[config.mk]
export PLATFORM = sky130hd
export DESIGN_NAME = frame_slot_scheduler
export DESIGN_NICKNAME = d
export VERILOG_FILES = /design/src/sched_pkg.sv /design/src/frame_format_decode.sv /design/src/frame_slot_scheduler.sv
export SDC_FILE = /design/constraint.sdc
export NUM_CORES = 1
export LEC_CHECK = 0
export BUFFER_PORTS_ARGS = -buffer_cell sky130_fd_sc_hd__buf_4
export CAP_MARGIN = 20
export CORE_MARGIN = 3
export CORE_UTILIZATION = 40
export DETAILED_ROUTE_END_ITERATION = 10
export MAX_ROUTING_LAYER = met4
export SKIP_CTS_REPAIR_TIMING = 1
export SLEW_MARGIN = 20
export SYNTH_ARGS = -nofsm -noshare
export SYNTH_HDL_FRONTEND = slang
export SYNTH_SLANG_ARGS = --single-unit
[constraint.sdc]
create_clock -name CLK_IN -period 3.25 [get_ports CLK_IN]
set_clock_uncertainty 0.05 [all_clocks]
set_input_delay 0.1625 -clock CLK_IN [delete_from_list [all_inputs] [get_ports CLK_IN]]
set_output_delay 0.1625 -clock CLK_IN [all_outputs]
set_load 0.01 [all_outputs]
[src/sched_pkg.sv]
package sched_pkg;
  // ==================================================
  // timing
  localparam int CLK_KHZ = 250000;
  localparam int SLOT_MS = 400;
  localparam int ACTIVE_MS = 384;
  localparam int GUARD_MS = 16;
  localparam int SLOT_CYC = SLOT_MS * CLK_KHZ;
  localparam int ACTIVE_CYC = ACTIVE_MS * CLK_KHZ;
  localparam int GUARD_CYC = GUARD_MS * CLK_KHZ;
  // ==================================================
  // frame structure
  localparam int SLOTS_PER_FRAME = 60;
  localparam int FRAMES_PER_SUPER = 64;
  localparam logic [5:0] LAST_SLOT = 6'h3b;
  localparam logic [5:0] LAST_FRAME = 6'h3f;
  localparam logic [5:0] RELAY_START = 6'h13;
  localparam logic [5:0] RESERVED_SLOT = 6'h37;
  localparam logic [5:0] MAIN_SYNC = 6'h01;
  localparam logic [5:0] RELAY_SYNC = 6'h01;
  localparam logic [5:0] RELAY_UL = 6'h05;
  localparam logic [3:0] MAIN_FMT_CNT = 4'h8;
  localparam logic [3:0] RELAY_FMT_CNT = 4'h5;
  // frame offset codes and their slot delays
  localparam logic [1:0] OFS_NONE = 2'h0;
  localparam logic [1:0] OFS_20 = 2'h1;
  localparam logic [1:0] OFS_40 = 2'h2;
  localparam logic [5:0] OFS_20_SLOTS = 6'h14;
  localparam logic [5:0] OFS_40_SLOTS = 6'h28;
  // battery classes
  localparam logic [1:0] CLS_NONE = 2'h0;
  localparam logic [1:0] CLS_LISTEN = 2'h1;
  localparam logic [1:0] CLS_PERIODIC = 2'h2;
  localparam logic [1:0] CLS_DORMANT = 2'h3;
  // ==================================================
  // types
  typedef enum logic [2:0] {
    SF_NONE = 3'h0, SF_DL = 3'h1, SF_NOISE = 3'h2, SF_ULD = 3'h3,
    SF_ULA = 3'h4, SF_RDL = 3'h5, SF_RUL = 3'h6
  } sub_t;
  typedef enum logic [1:0] {
    ST_AWAKE = 2'h0, ST_SLEEP = 2'h1, ST_RESYNC = 2'h2, ST_HOLD = 2'h3
  } pwr_t;
  typedef struct packed {
    sub_t main_sf;
    sub_t relay_sf;
    logic main_ok;
    logic relay_ok;
    logic main_first;
    logic relay_first;
    logic reserved;
  } sf_info_t;
  typedef struct packed {
    sub_t sf;
    logic [7:0] units;
  } txreq_t;
  // ==================================================
  // other-dl, noise, ul data, ul ack slot counts per main format
  function automatic logic [23:0] main_alloc(input logic [3:0] fmt);
    case (fmt)
      4'h0: main_alloc = {6'h06, 6'h00, 6'h30, 6'h04};
      4'h1: main_alloc = {6'h0a, 6'h00, 6'h28, 6'h08};
      4'h2: main_alloc = {6'h0e, 6'h00, 6'h28, 6'h04};
      4'h3: main_alloc = {6'h12, 6'h00, 6'h20, 6'h08};
      4'h4: main_alloc = {6'h06, 6'h0c, 6'h20, 6'h08};
      4'h5: main_alloc = {6'h0a, 6'h08, 6'h20, 6'h08};
      4'h6: main_alloc = {6'h0e, 6'h04, 6'h20, 6'h08};
      4'h7: main_alloc = {6'h11, 6'h01, 6'h20, 6'h08};
      default: main_alloc = 24'h000000;
    endcase
  endfunction
  // relay other-dl count: 1, 5, 9, 13, 17
  function automatic logic [5:0] relay_other(input logic [3:0] fmt);
    relay_other = {fmt, 2'h0} + 6'h01;
  endfunction
endpackage

[src/frame_format_decode.sv]
`timescale 1ns/1ps
`default_nettype none
module frame_format_decode (
  // position and formats
  input wire logic [5:0] slot_in,
  input wire logic [3:0] fmt_main_in,
  input wire logic [3:0] fmt_relay_in,
  // decoded subframe
  output sched_pkg::sf_info_t info_out
);
  logic [23:0] al;
  logic [5:0] b_dl;
  logic [5:0] b_nz;
  logic [5:0] b_ud;
  logic [5:0] b_ua;
  logic [5:0] r_dl;
  logic [5:0] r_end;
  // ==================================================
  // subframe boundaries
  assign al = sched_pkg::main_alloc(fmt_main_in);
  assign b_dl = sched_pkg::MAIN_SYNC + al[23:18];
  assign b_nz = b_dl + al[17:12];
  assign b_ud = b_nz + al[11:6];
  assign b_ua = b_ud + al[5:0];
  // relay subframe anchored whatever the format
  assign r_dl = sched_pkg::RELAY_START + sched_pkg::RELAY_SYNC
    + sched_pkg::relay_other(fmt_relay_in);
  assign r_end = r_dl + sched_pkg::RELAY_UL;
  // ==================================================
  // classify the slot
  always_comb begin
    info_out = '0;
    info_out.main_ok = fmt_main_in < sched_pkg::MAIN_FMT_CNT;
    info_out.relay_ok = fmt_relay_in < sched_pkg::RELAY_FMT_CNT;
    info_out.reserved = slot_in == sched_pkg::RESERVED_SLOT;
    // sync slot belongs to the downlink subframe
    if (slot_in < b_dl) begin
      info_out.main_sf = sched_pkg::SF_DL;
      info_out.main_first = slot_in == 6'h00;
    end else if (slot_in < b_nz) begin
      info_out.main_sf = sched_pkg::SF_NOISE;
      info_out.main_first = slot_in == b_dl;
    end else if (slot_in < b_ud) begin
      info_out.main_sf = sched_pkg::SF_ULD;
      info_out.main_first = slot_in == b_nz;
    end else if (slot_in < b_ua) begin
      info_out.main_sf = sched_pkg::SF_ULA;
      info_out.main_first = slot_in == b_ud;
    end
    if (slot_in >= sched_pkg::RELAY_START && slot_in < r_dl) begin
      info_out.relay_sf = sched_pkg::SF_RDL;
      info_out.relay_first = slot_in == sched_pkg::RELAY_START;
    end else if (slot_in >= r_dl && slot_in < r_end) begin
      info_out.relay_sf = sched_pkg::SF_RUL;
      info_out.relay_first = slot_in == r_dl;
    end
  end
endmodule
`default_nettype wire

[src/frame_slot_scheduler.sv]
`timescale 1ns/1ps
`default_nettype none
module frame_slot_scheduler #(
  parameter int SLOT_CYC = sched_pkg::SLOT_CYC,
  parameter int ACTIVE_CYC = sched_pkg::ACTIVE_CYC,
  parameter int CW = 27
) (
  // clock and reset
  input wire logic CLK_IN,
  input wire logic NRST_IN,
  // frame control
  input wire logic REF_SYNC_IN,
  input wire logic [1:0] OFFSET_IN,
  input wire logic [3:0] FMT_MAIN_IN,
  input wire logic [3:0] FMT_RELAY_IN,
  // burst request
  input wire logic TX_REQ_IN,
  input wire sched_pkg::txreq_t TX_REQ_DATA_IN,
  output logic TX_REQ_READY_OUT,
  // power management
  input wire logic CONNECTED_IN,
  input wire logic [1:0] CLASS_IN,
  input wire logic RX_DONE_IN,
  input wire logic KEEP_ACTIVE_IN,
  input wire logic RELAY_BUSY_IN,
  input wire logic RESYNC_DONE_IN,
  // timing status
  output logic [5:0] SLOT_OUT,
  output logic [5:0] FRAME_OUT,
  output logic SUPER_OUT,
  output logic GUARD_OUT,
  output sched_pkg::sf_info_t SF_INFO_OUT,
  // radio control
  output logic TX_ON_OUT,
  output logic PWR_LOW_OUT,
  output logic RX_ON_OUT,
  output logic SLEEP_OUT
);
  // ==================================================
  // elaboration check
  if (ACTIVE_CYC < 1 || ACTIVE_CYC >= SLOT_CYC || SLOT_CYC > (1 << CW) || CW > 31) begin : g_chk
    $error("slot timing parameters out of range");
  end

  localparam int SLOTS_PER_FRAME_C = sched_pkg::SLOTS_PER_FRAME;

  logic rs1_r;
  logic rst_n;
  logic [CW-1:0] cyc_r;
  logic [CW-1:0] cyc_nxt;
  logic slot_end;
  logic frame_end;
  logic [5:0] slot_r;
  logic [5:0] frame_r;
  logic super_r;
  logic [3:0] fmt_main_r;
  logic [3:0] fmt_relay_r;
  sched_pkg::sf_info_t info;
  sched_pkg::txreq_t pend_r;
  logic cont_r;
  logic in_burst_r;
  logic in_burst_nxt;
  logic tx_on_r;
  logic kind_ok;
  logic sf_first;
  logic start_ok;
  logic tx_allowed;
  logic rx_done_r;
  logic idle_ok;
  logic [5:0] hold_r;
  sched_pkg::pwr_t st_r;
  sched_pkg::pwr_t st_nxt;

  // ==================================================
  // reset release through two flops
  always_ff @(posedge CLK_IN or negedge NRST_IN) begin
    if (!NRST_IN) begin
      rs1_r <= 1'b0;
      rst_n <= 1'b0;
    end else begin
      rs1_r <= 1'b1;
      rst_n <= rs1_r;
    end
  end

  // ==================================================
  // slot timer
  assign slot_end = cyc_r == CW'(SLOT_CYC - 1);
  assign frame_end = slot_end && slot_r == sched_pkg::LAST_SLOT;
  assign cyc_nxt = (slot_end || REF_SYNC_IN) ? '0 : cyc_r + CW'(1);
  assign GUARD_OUT = cyc_r >= CW'(ACTIVE_CYC);

  // cycle count within the slot; reference pulse restarts it
  always_ff @(posedge CLK_IN or negedge rst_n) begin
    if (!rst_n) begin
      cyc_r <= '0;
    end else begin
      cyc_r <= cyc_nxt;
    end
  end

  // slot and frame counters; reference loads the offset position
  always_ff @(posedge CLK_IN or negedge rst_n) begin
    if (!rst_n) begin
      slot_r <= 6'h00;
      frame_r <= 6'h00;
      super_r <= 1'b0;
    end else begin
      super_r <= 1'b0;
      if (REF_SYNC_IN) begin
        // a delayed cell is still in the previous frame at the reference
        case (OFFSET_IN)
          sched_pkg::OFS_20: begin
            slot_r <= 6'(SLOTS_PER_FRAME_C) - sched_pkg::OFS_20_SLOTS;
            frame_r <= sched_pkg::LAST_FRAME;
          end
          sched_pkg::OFS_40: begin
            slot_r <= 6'(SLOTS_PER_FRAME_C) - sched_pkg::OFS_40_SLOTS;
            frame_r <= sched_pkg::LAST_FRAME;
          end
          default: begin
            slot_r <= 6'h00;
            frame_r <= 6'h00;
            super_r <= 1'b1;
          end
        endcase
      end else if (slot_end) begin
        if (slot_r == sched_pkg::LAST_SLOT) begin
          slot_r <= 6'h00;
          frame_r <= frame_r + 6'h01;
          super_r <= frame_r == sched_pkg::LAST_FRAME;
        end else begin
          slot_r <= slot_r + 6'h01;
        end
      end
    end
  end

  // formats in force are taken at the frame boundary or on a reference pulse
  always_ff @(posedge CLK_IN or negedge rst_n) begin
    if (!rst_n) begin
      fmt_main_r <= 4'h0;
      fmt_relay_r <= 4'h0;
    end else if (frame_end || REF_SYNC_IN) begin
      fmt_main_r <= FMT_MAIN_IN;
      fmt_relay_r <= FMT_RELAY_IN;
    end
  end

  frame_format_decode u_dec (
    .slot_in(slot_r),
    .fmt_main_in(fmt_main_r),
    .fmt_relay_in(fmt_relay_r),
    .info_out(info)
  );

  // ==================================================
  // burst engine
  assign TX_REQ_READY_OUT = pend_r.units == 8'h00;
  // relay kinds follow the relay format, the rest the main one
  always_comb begin
    if (pend_r.sf == sched_pkg::SF_RDL || pend_r.sf == sched_pkg::SF_RUL) begin
      kind_ok = info.relay_sf == pend_r.sf && info.relay_ok;
      sf_first = info.relay_first;
    end else begin
      kind_ok = info.main_sf == pend_r.sf && info.main_ok;
      sf_first = info.main_first;
    end
  end
  // a burst opens only on a subframe's first slot or continues unbroken
  assign start_ok = pend_r.units != 8'h00 && kind_ok && !info.reserved
    && tx_allowed && (sf_first || cont_r);
  assign in_burst_nxt = slot_end ? 1'b0 : (cyc_r == '0 ? start_ok : in_burst_r);

  // pending units: taken when idle, one spent per burst slot
  always_ff @(posedge CLK_IN or negedge rst_n) begin
    if (!rst_n) begin
      pend_r <= '0;
    end else if (TX_REQ_IN && TX_REQ_READY_OUT) begin
      pend_r <= TX_REQ_DATA_IN;
    end else if (slot_end && in_burst_r) begin
      pend_r.units <= pend_r.units - 8'h01;
    end
  end

  // continuation survives only between back-to-back burst slots
  always_ff @(posedge CLK_IN or negedge rst_n) begin
    if (!rst_n) begin
      cont_r <= 1'b0;
    end else if (slot_end) begin
      cont_r <= in_burst_r && pend_r.units != 8'h01;
    end
  end

  // carrier keyed only in the active part; guard keeps power down
  always_ff @(posedge CLK_IN or negedge rst_n) begin
    if (!rst_n) begin
      in_burst_r <= 1'b0;
      tx_on_r <= 1'b0;
    end else begin
      in_burst_r <= in_burst_nxt;
      tx_on_r <= in_burst_nxt && cyc_nxt < CW'(ACTIVE_CYC);
    end
  end

  // ==================================================
  // battery saving
  assign tx_allowed = st_r == sched_pkg::ST_AWAKE || st_r == sched_pkg::ST_HOLD;
  assign idle_ok = pend_r.units == 8'h00 && !RELAY_BUSY_IN && !KEEP_ACTIVE_IN
    && rx_done_r;

  // served-this-frame flag; a done in the boundary cycle wins over clear
  always_ff @(posedge CLK_IN or negedge rst_n) begin
    if (!rst_n) begin
      rx_done_r <= 1'b0;
    end else if (RX_DONE_IN) begin
      rx_done_r <= 1'b1;
    end else if (frame_end) begin
      rx_done_r <= 1'b0;
    end
  end

  always_comb begin
    st_nxt = st_r;
    case (st_r)
      sched_pkg::ST_AWAKE: begin
        if (CONNECTED_IN && CLASS_IN != sched_pkg::CLS_NONE && idle_ok) begin
          st_nxt = sched_pkg::ST_SLEEP;
        end
      end
      sched_pkg::ST_SLEEP: begin
        if (!CONNECTED_IN || CLASS_IN == sched_pkg::CLS_NONE) begin
          st_nxt = sched_pkg::ST_AWAKE;
        end else if (CLASS_IN == sched_pkg::CLS_DORMANT) begin
          if (pend_r.units != 8'h00) begin
            st_nxt = sched_pkg::ST_RESYNC;
          end
        end else if (frame_end) begin
          // wake right at the boundary so the first slot is not missed
          if (CLASS_IN == sched_pkg::CLS_LISTEN || frame_r == sched_pkg::LAST_FRAME
              || KEEP_ACTIVE_IN) begin
            st_nxt = sched_pkg::ST_AWAKE;
          end
        end
      end
      sched_pkg::ST_RESYNC: begin
        if (RESYNC_DONE_IN) begin
          st_nxt = sched_pkg::ST_HOLD;
        end
      end
      sched_pkg::ST_HOLD: begin
        if (frame_end && hold_r == sched_pkg::LAST_FRAME) begin
          st_nxt = sched_pkg::ST_AWAKE;
        end
      end
      default: st_nxt = sched_pkg::ST_AWAKE;
    endcase
  end

  always_ff @(posedge CLK_IN or negedge rst_n) begin
    if (!rst_n) begin
      st_r <= sched_pkg::ST_AWAKE;
    end else begin
      st_r <= st_nxt;
    end
  end

  // frames spent in hold, the initiating frame counted as the first
  always_ff @(posedge CLK_IN or negedge rst_n) begin
    if (!rst_n) begin
      hold_r <= 6'h00;
    end else if (st_r != sched_pkg::ST_HOLD) begin
      hold_r <= 6'h00;
    end else if (frame_end) begin
      hold_r <= hold_r + 6'h01;
    end
  end

  // ==================================================
  // outputs
  assign SLOT_OUT = slot_r;
  assign FRAME_OUT = frame_r;
  assign SUPER_OUT = super_r;
  assign SF_INFO_OUT = info;
  assign TX_ON_OUT = tx_on_r;
  assign PWR_LOW_OUT = !tx_on_r;
  assign RX_ON_OUT = st_r != sched_pkg::ST_SLEEP;
  assign SLEEP_OUT = st_r == sched_pkg::ST_SLEEP;
endmodule
`default_nettype wire

# Word level (Yosys, flattened, before mapping)
# Memory sizes are Yosys's and may differ from the RTL's.
# Cells that the tools add are included.
# word_totals
mem_count,1
ff_bits,73
out_inout_bits,30
rom_bits,96
# memory_table
memory,words,width,read_ports,rd_clocked_by_memory_dff,wr,line,source
(name not given),8,12,1,0,0,sched_pkg.sv:60,case (fmt)
# op_classes
magnitude_cmp,12
addsub,12
mux,45
n_reduce_logical,47
n_eq_ne,30
# ops
operator,n
two-way mux 6 bit,9
< comparator 6 bit,6
adder 27 x 1 -> 27 bit (second input constant),1
== test 27 bit (second input constant),1
greater-or-equal comparator 27 bit (second input constant),1
zero test 27 bit,1
< comparator 27 bit (second input constant),1
two-way mux 27 bit,1
adder 6 x 1 -> 6 bit (second input constant),4
== test 6 bit,4
== test 6 bit (second input constant),4
two-way mux 24 bit,1
logical AND 1 bit,19
adder 6 bit,3
two-way mux 3 bit,6
two-way mux 1 bit,16
two-way mux 2 bit,8
two-way mux 8 bit,2
one-hot mux 6 bit (2 select lines),1
nonzero test 2 bit,6
== test 2 bit (second input constant),4
zero test 8 bit,1
logical OR 1 bit,8
inequality test 4 x 1 -> 1 bit (second input constant),2
24 further kinds,36

# Logic depth before layout (Yosys ltp)
# An unclocked memory read counts as a cell.
# depth
ltp_word,21
mapped_depth,15
mapped_depth_nobuf,15

# Modules after synthesis
# A second synthesis with hierarchy kept.
# hier_totals
hier_cells,596
hier_area_um2,5330.1
# modules_own_cells
mod,cells_per_inst,n_inst,area_each_um2
frame_slot_scheduler,465,1,4340.4
frame_format_decode,131,1,989.7

# Worst setup path before layout
# No wires, ideal clock.
# synth_timing
kind,register -> register
start,register fmt_main_r[0]
end,"register tx_on_r, in the netlist TX_ON_OUT"
stages_incl_launch_ff,15
path_buffers,0
t_required_ns,3.099
t_arrival_ns,3.423
path_slack_ns,-0.324
setup_ns,0.101
path_cell_list,dfrtp_1 -> ha_1 -> nand2b_2 -> inv_2 -> ha_1 -> a21oi_1 -> xnor2_1 -> ha_1 -> and4_1 -> nor2b_1 -> a211oi_2 -> o31a_1 -> or4b_1 -> a31o_1 -> nor4_1
# synth_via
elab_chain_len,21
# synth_rtl
element,line,source
from (decl),frame_slot_scheduler.sv:56,logic [3:0] fmt_main_r;
from (signal assigned),frame_slot_scheduler.sv:142,fmt_main_r <= 4'h0;
from (signal assigned),frame_slot_scheduler.sv:145,fmt_main_r <= FMT_MAIN_IN;
memory read (8 x 12 bit),--,
two-way mux 24 bit,sched_pkg.sv:60,
adder 1 x 6 -> 6 bit,frame_format_decode.sv:21,assign b_dl = sched_pkg::MAIN_SYNC + al[23:18];
adder 6 bit,frame_format_decode.sv:22,assign b_nz = b_dl + al[17:12];
adder 6 bit,frame_format_decode.sv:23,assign b_ud = b_nz + al[11:6];
adder 6 bit,frame_format_decode.sv:24,assign b_ua = b_ud + al[5:0];
< comparator 6 bit,frame_format_decode.sv:46,end else if (slot_in < b_ua) begin
two-way mux 3 bit,frame_format_decode.sv:46,
(+3 left out),--,
== test 3 bit,frame_slot_scheduler.sv:166,kind_ok = info.main_sf == pend_r.sf && info.main_ok;
logical AND 1 bit,frame_slot_scheduler.sv:166,
two-way mux 1 bit,frame_slot_scheduler.sv:162,if (pend_r.sf == sched_pkg::SF_RDL || pend_r.sf == sched_pkg::SF_RUL) begin
logical AND 1 bit (2 in series),frame_slot_scheduler.sv:171,assign start_ok = pend_r.units != 8'h00 && kind_ok && !info.reserved
logical AND 1 bit,frame_slot_scheduler.sv:172,&& tx_allowed && (sf_first || cont_r);
logical AND 1 bit *,frame_slot_scheduler.sv:172,
two-way mux 1 bit * (2 in series),frame_slot_scheduler.sv:173,assign in_burst_nxt = slot_end ? 1'b0 : (cyc_r == '0 ? start_ok : in_burst_r);
logical AND 1 bit *,frame_slot_scheduler.sv:202,tx_on_r <= in_burst_nxt && cyc_nxt < CW'(ACTIVE_CYC);
to (signal assigned),frame_slot_scheduler.sv:202,
to (decl),frame_slot_scheduler.sv:63,logic tx_on_r;
# Every way passes the cells marked *; elsewhere a longest branch is shown, timed or not.
# A chain may end at the register's enable or synchronous reset.

# Worst setup path after layout
# layout_timing
start,register fmt_main_r[1]
end,"register tx_on_r, in the netlist TX_ON_OUT"
# The elaborated chain is that of the path after synthesis.

==> tab_implementation.tex <==
\begin{tabular}{lr}
\hline
Metric & Value \\
\hline
\multicolumn{2}{l}{\textbf{Floorplan}} \\
\quad Die area & 14,500 µm² \\
\quad Number of standard-cell rows in the floorplan & a little over 40 \\
\quad Die Height & 120 µm \\
\quad Number of ports placed on the die boundary & 62 \\
\quad Effective utilization at floorplan & 41.2\% \\
\quad Area of the core & between 10,000 and 15,000 µm² \\
\quad Width of the die & 120 µm \\
\multicolumn{2}{l}{\textbf{Min path}} \\
\quad Hold Path Class & in -> reg \\
\quad Hold wc startpoint & TX\_REQ\_DATA\_IN[0] \\
\quad Worst Hold End & pend\_r[0]\$\_DFFE\_PN0P\_ \\
\quad Number of cells on the worst hold path & 3 \\
\multicolumn{2}{l}{\textbf{STA}} \\
\quad Fin. max-slew vios & 0 \\
\quad Transition time of the tightest slew-check pin & 0.805 ns \\
\quad RSZ-0062 raised after global routing & true \\
\quad Maximum clock rate & 288 MHz \\
\quad Final hold vios & 1 \\
\quad Slew HR & 46.1\% \\
\quad Share of the cycle needed by the critical path after routing & 107\% \\
\quad Worst setup margin & -0.223 ns \\
\quad Setup violators final & 4 \\
\quad Final critical path time including I/O delays and setup & 3.47 ns \\
\quad Min Hold Slack & -0.00213 ns \\
\multicolumn{2}{l}{\textbf{Synth}} \\
\quad Count of distinct cell types in the synthesized netlist & 70 \\
\quad Netlist area before placement & 5240 µm² \\
\quad Area share of the largest cell type after synthesis & 34.9\% \\
\quad Gate Count Post-Synth & about 600 \\
\quad Number of warnings printed during yosys synthesis & 0 \\
\quad FF+latch count, synth & 73 \\
\quad Largest area contributor in the netlist & sky130\_fd\_sc\_hd\_\_dfrtp\_1 \\
\quad Share of synthesized flip-flops with an asynchronous set or reset & 100\% \\
\quad Average cell area after synthesis & 8.74 µm² \\
\quad Sequential-to-total area share from yosys stat & approximately a third \\
\quad Top\_reg\_cell synth & sky130\_fd\_sc\_hd\_\_dfrtp\_1 \\
\quad Dominant cells by area after synthesis & sky130\_fd\_sc\_hd\_\_dfrtp\_1 (35\%), sky130\_fd\_sc\_hd\_\_ha\_1 (11\%), sky130\_fd\_sc\_hd\_\_nor2\_1 (5.2\%), sky130\_fd\_sc\_hd\_\_nand2\_1 (4.9\%), sky130\_fd\_sc\_hd\_\_xnor2\_1 (4.2\%) \\
\quad Number of synthesized flops with an enable pin & 0 \\
\multicolumn{2}{l}{\textbf{Drt}} \\
\quad Vias & 4,615 \\
\quad WL met2 & 6330 µm \\
\quad Routed via count divided by cell count & between 5 and 6 \\
\quad Wire length on met1 & slightly below 6000 µm \\
\quad Routed Antenna Nets & 0 \\
\quad \# DRC & 0 \\
\quad Routed length per placed instance & $\sim$15 µm \\
\quad Routed wire length on met3 & approximately 540 µm \\
\quad Post-detailed-routing wire length & 13,000 µm \\
\quad Detailed Route Iter0 Violations & 200 \\
\quad Highest routed metal layer & met4 \\
\quad Drt first pass iters & 4 \\
\multicolumn{2}{l}{\textbf{Clock tree}} \\
\quad Count of clock tree sinks & 73 \\
\quad Clock latency on the worst-skew pair & about 0.34 ns \\
\quad Clock transition at the register clock pins on the worst setup and hold paths after CTS & 0.06 ns \\
\quad Buffer depth of the longest clock path & 2 \\
\quad Max H-tree Level & 3 \\
\quad Cts bufs inserted & 9 \\
\quad Clock tree from TritonCTS & yes \\
\quad Root buffer cell & sky130\_fd\_sc\_hd\_\_clkbuf\_16 \\
\multicolumn{2}{l}{\textbf{Job}} \\
\quad Number of max-capacitance violations reported & 0 \\
\multicolumn{2}{l}{\textbf{Setup path}} \\
\quad Longest individual stage delay on the worst path & 0.43 ns \\
\quad Highest net fanout along the worst path & 5 \\
\quad Startpoint kind of the worst setup timing path & flop \\
\quad Critical Path, Cell by Cell & ha\_4, nand2b\_4, inv\_4, ha\_4, a21oi\_2, xnor2\_1, ha\_1, and4\_4, nor2b\_4, a211oi\_4, o31a\_1, or4b\_1, a31o\_1, nor4\_1 \\
\quad Endpoint required time on the critical path & 3.44 ns \\
\quad Reg2reg end & TX\_ON\_OUT\$\_DFF\_PN0\_ \\
\quad Reg2reg setup slack & -0.22 ns \\
\quad Element type at the critical path end & flop \\
\quad Most used cell, CP & sky130\_fd\_sc\_hd\_\_ha\_4 \\
\quad Arrival time at the worst endpoint & 3.66 ns \\
\quad Path type of the worst setup path & reg -> reg \\
\quad Number of cell instances on the worst register-to-register path & 14 \\
\quad Reg-to-Reg Start & fmt\_main\_r[1]\$\_DFFE\_PN0P\_ \\
\quad Cell with the biggest individual delay on the critical path & sky130\_fd\_sc\_hd\_\_dfrtp\_1 \\
\multicolumn{2}{l}{\textbf{Placed design}} \\
\quad Total half-perimeter wirelength after legalization and detailed placement & 9970 µm \\
\quad Placed Instance Area & 6160 µm² \\
\quad Placed instance count & 845 \\
\quad Final GP Congestion & 0.904 \\
\quad Number of buffers inserted by port buffering & 61 \\
\quad Worst slack after detailed placement & -0.252 ns \\
\multicolumn{2}{l}{\textbf{Global route}} \\
\quad Residual overflow from global routing & 0 \\
\quad Pin count of the biggest net entering global routing & 27 \\
\quad Antenna violations before repair & 0 \\
\quad Overall routing resource usage & approximately a fifth \\
\quad Number of global-route vias before repair & around 4,400 \\
\quad First-pass GRT wire length & 21,600 µm \\
\multicolumn{2}{l}{\textbf{Power and ir drop}} \\
\quad Areal power density over the cells & 403 nW/µm² \\
\quad Peak ir drop on the vdd network & 293 µV \\
\quad Leakage component of the power & 2.89 nW \\
\multicolumn{2}{l}{\textbf{Final layout}} \\
\quad FILL cells & between 1,000 and 1,500 \\
\quad Combined flip-flop and latch cell area & 1830 µm² \\
\quad Post-synthesis to final-layout area growth & 25.8\% \\
\quad Multi-input gate area in the final layout & 3340 µm² \\
\quad Final standard cell count with taps included and fillers excluded & 870 \\
\quad Final Core Density & 51.8\% \\
\quad Number of nets in the finished design & 770 \\
\quad Share of final-layout standard cells stronger than drive strength 1 & 23.1\% \\
\quad Antenna cell count & 0 \\
\quad Final standard cell area without fillers & 6590 µm² \\
\multicolumn{2}{l}{\textbf{Outcome}} \\
\quad Violations in the final reports & hold timing, setup timing \\
\quad Status & finished with violations \\
\hline
\end{tabular}
-- registers in the layout, indices dropped and copies added (netlist names), named ones only --
name,count
SLOT_OUT,6
rs1_r,1
FRAME_OUT,6
TX_ON_OUT,1
fmt_relay_r,4
pend_r,11
rst_n,1
cyc_r,27
in_burst_r,1
hold_r,6
st_r,1
SUPER_OUT,1
rx_done_r,1
fmt_main_r,4
cont_r,1
-- worst max-delay path: cells and delay by family, from the launching register on --
kind            cells  cell delay, ns
flops               1            0.43
simple gates        5            1.06
xor+xnor            1            0.12
compound gates      4            0.84
fa+ha+maj           3            0.82
buf+inv             1            0.06
-- kinds of logic (layout without fill, tap and decap cells) --
family | Yosys count | in the layout | share of synthesized area, %
other cells | 1 | 2 | 0.0716
mux | 13 | 13 | 2.84
xor+xnor | 48 | 48 | 8.03
fa+ha+maj | 44 | 44 | 10.5
simple gates | 264 | 264 | 26.1
flops | 73 | 73 | 34.9
compound gates | 106 | 106 | 13.5
buf+inv | 50 | 148 | 4.04
-- cell usage after synthesis (11+ instances only) --
cell type and number:
sky130_fd_sc_hd__o21a_1 11, sky130_fd_sc_hd__inv_1 29, sky130_fd_sc_hd__o21ai_0 19, sky130_fd_sc_hd__nand3_1 22, sky130_fd_sc_hd__nor2_1 72, sky130_fd_sc_hd__xor2_1 23
sky130_fd_sc_hd__nor3_1 15, sky130_fd_sc_hd__nor2b_1 12, sky130_fd_sc_hd__clkbuf_1 13, sky130_fd_sc_hd__nand2_1 69, sky130_fd_sc_hd__ha_1 44, sky130_fd_sc_hd__xnor2_1 25
sky130_fd_sc_hd__mux2_2 11, sky130_fd_sc_hd__dfrtp_1 73, sky130_fd_sc_hd__a21oi_1 27
-- layer usage --
metal  up-vias  global-route usage [%]
li1       2299                       -
met1      2212                    23.6
met2        91                    31.0
met3        13                    4.44
met4         0                    4.67
met5         -                       -
-- cell usage in the layout (no fill, tap or decap), types with 17 or more instances in the layout --
cell type,n
sky130_fd_sc_hd__a21oi_1,24
sky130_fd_sc_hd__dfrtp_1,72
sky130_fd_sc_hd__xor2_1,23
sky130_fd_sc_hd__inv_1,28
sky130_fd_sc_hd__o21ai_0,17
sky130_fd_sc_hd__nand2_1,69
sky130_fd_sc_hd__ha_1,41
sky130_fd_sc_hd__buf_4,92
sky130_fd_sc_hd__nor2_1,70
sky130_fd_sc_hd__xnor2_1,23
sky130_fd_sc_hd__nand3_1,22
-- final cells by class --
type	instances	area share [%]
Multi-Input combinational cell	477	50.7
Sequential cell	73	27.7
Timing Repair Buffer	103	12.2
Clock buffer	9	3.42
Tap cell	172	3.26
Inverter	30	1.75
Clock inverter	6	0.911
-- stage by stage --
stage | hold WS (ns) | TNS, ns | power (mW)
floorplan | -0.183 | -0.0357 | 1.41
global placement | -0.105 | -0.159 | 1.66
detailed placement | -0.103 | -0.304 | 1.68
CTS | -0.467 | -0.832 | 2.65
global route | 0.00135 | -1.53 | 2.81
finish | -0.00213 | -0.642 | 2.66
-- report_power, final --
part | switching, mW | internal, mW | leakage [nW] | total (mW)
clock network | 0.378 | 0.585 | 0.137 | 0.963
registers | 0.0597 | 0.945 | 0.927 | 1.00
logic | 0.332 | 0.357 | 1.82 | 0.689
total | 0.770 | 1.89 | 2.89 | 2.66
-- how the worst max path moves through the flow --
stage / slack, ns / from / endpoint
floorplan: -0.04 / fmt_main_r[3]$_DFFE_PN0P_ / TX_ON_OUT$_DFF_PN0_
global placement: -0.16 / fmt_main_r[1]$_DFFE_PN0P_ / TX_ON_OUT$_DFF_PN0_
detailed placement: -0.25 / fmt_main_r[1]$_DFFE_PN0P_ / TX_ON_OUT$_DFF_PN0_
CTS: -0.26 / fmt_main_r[1]$_DFFE_PN0P_ / SF_INFO_OUT[2]
global route: -0.38 / fmt_main_r[1]$_DFFE_PN0P_ / TX_ON_OUT$_DFF_PN0_
finish: -0.22 / fmt_main_r[1]$_DFFE_PN0P_ / TX_ON_OUT$_DFF_PN0_
(Power assumes the default switching activity.)
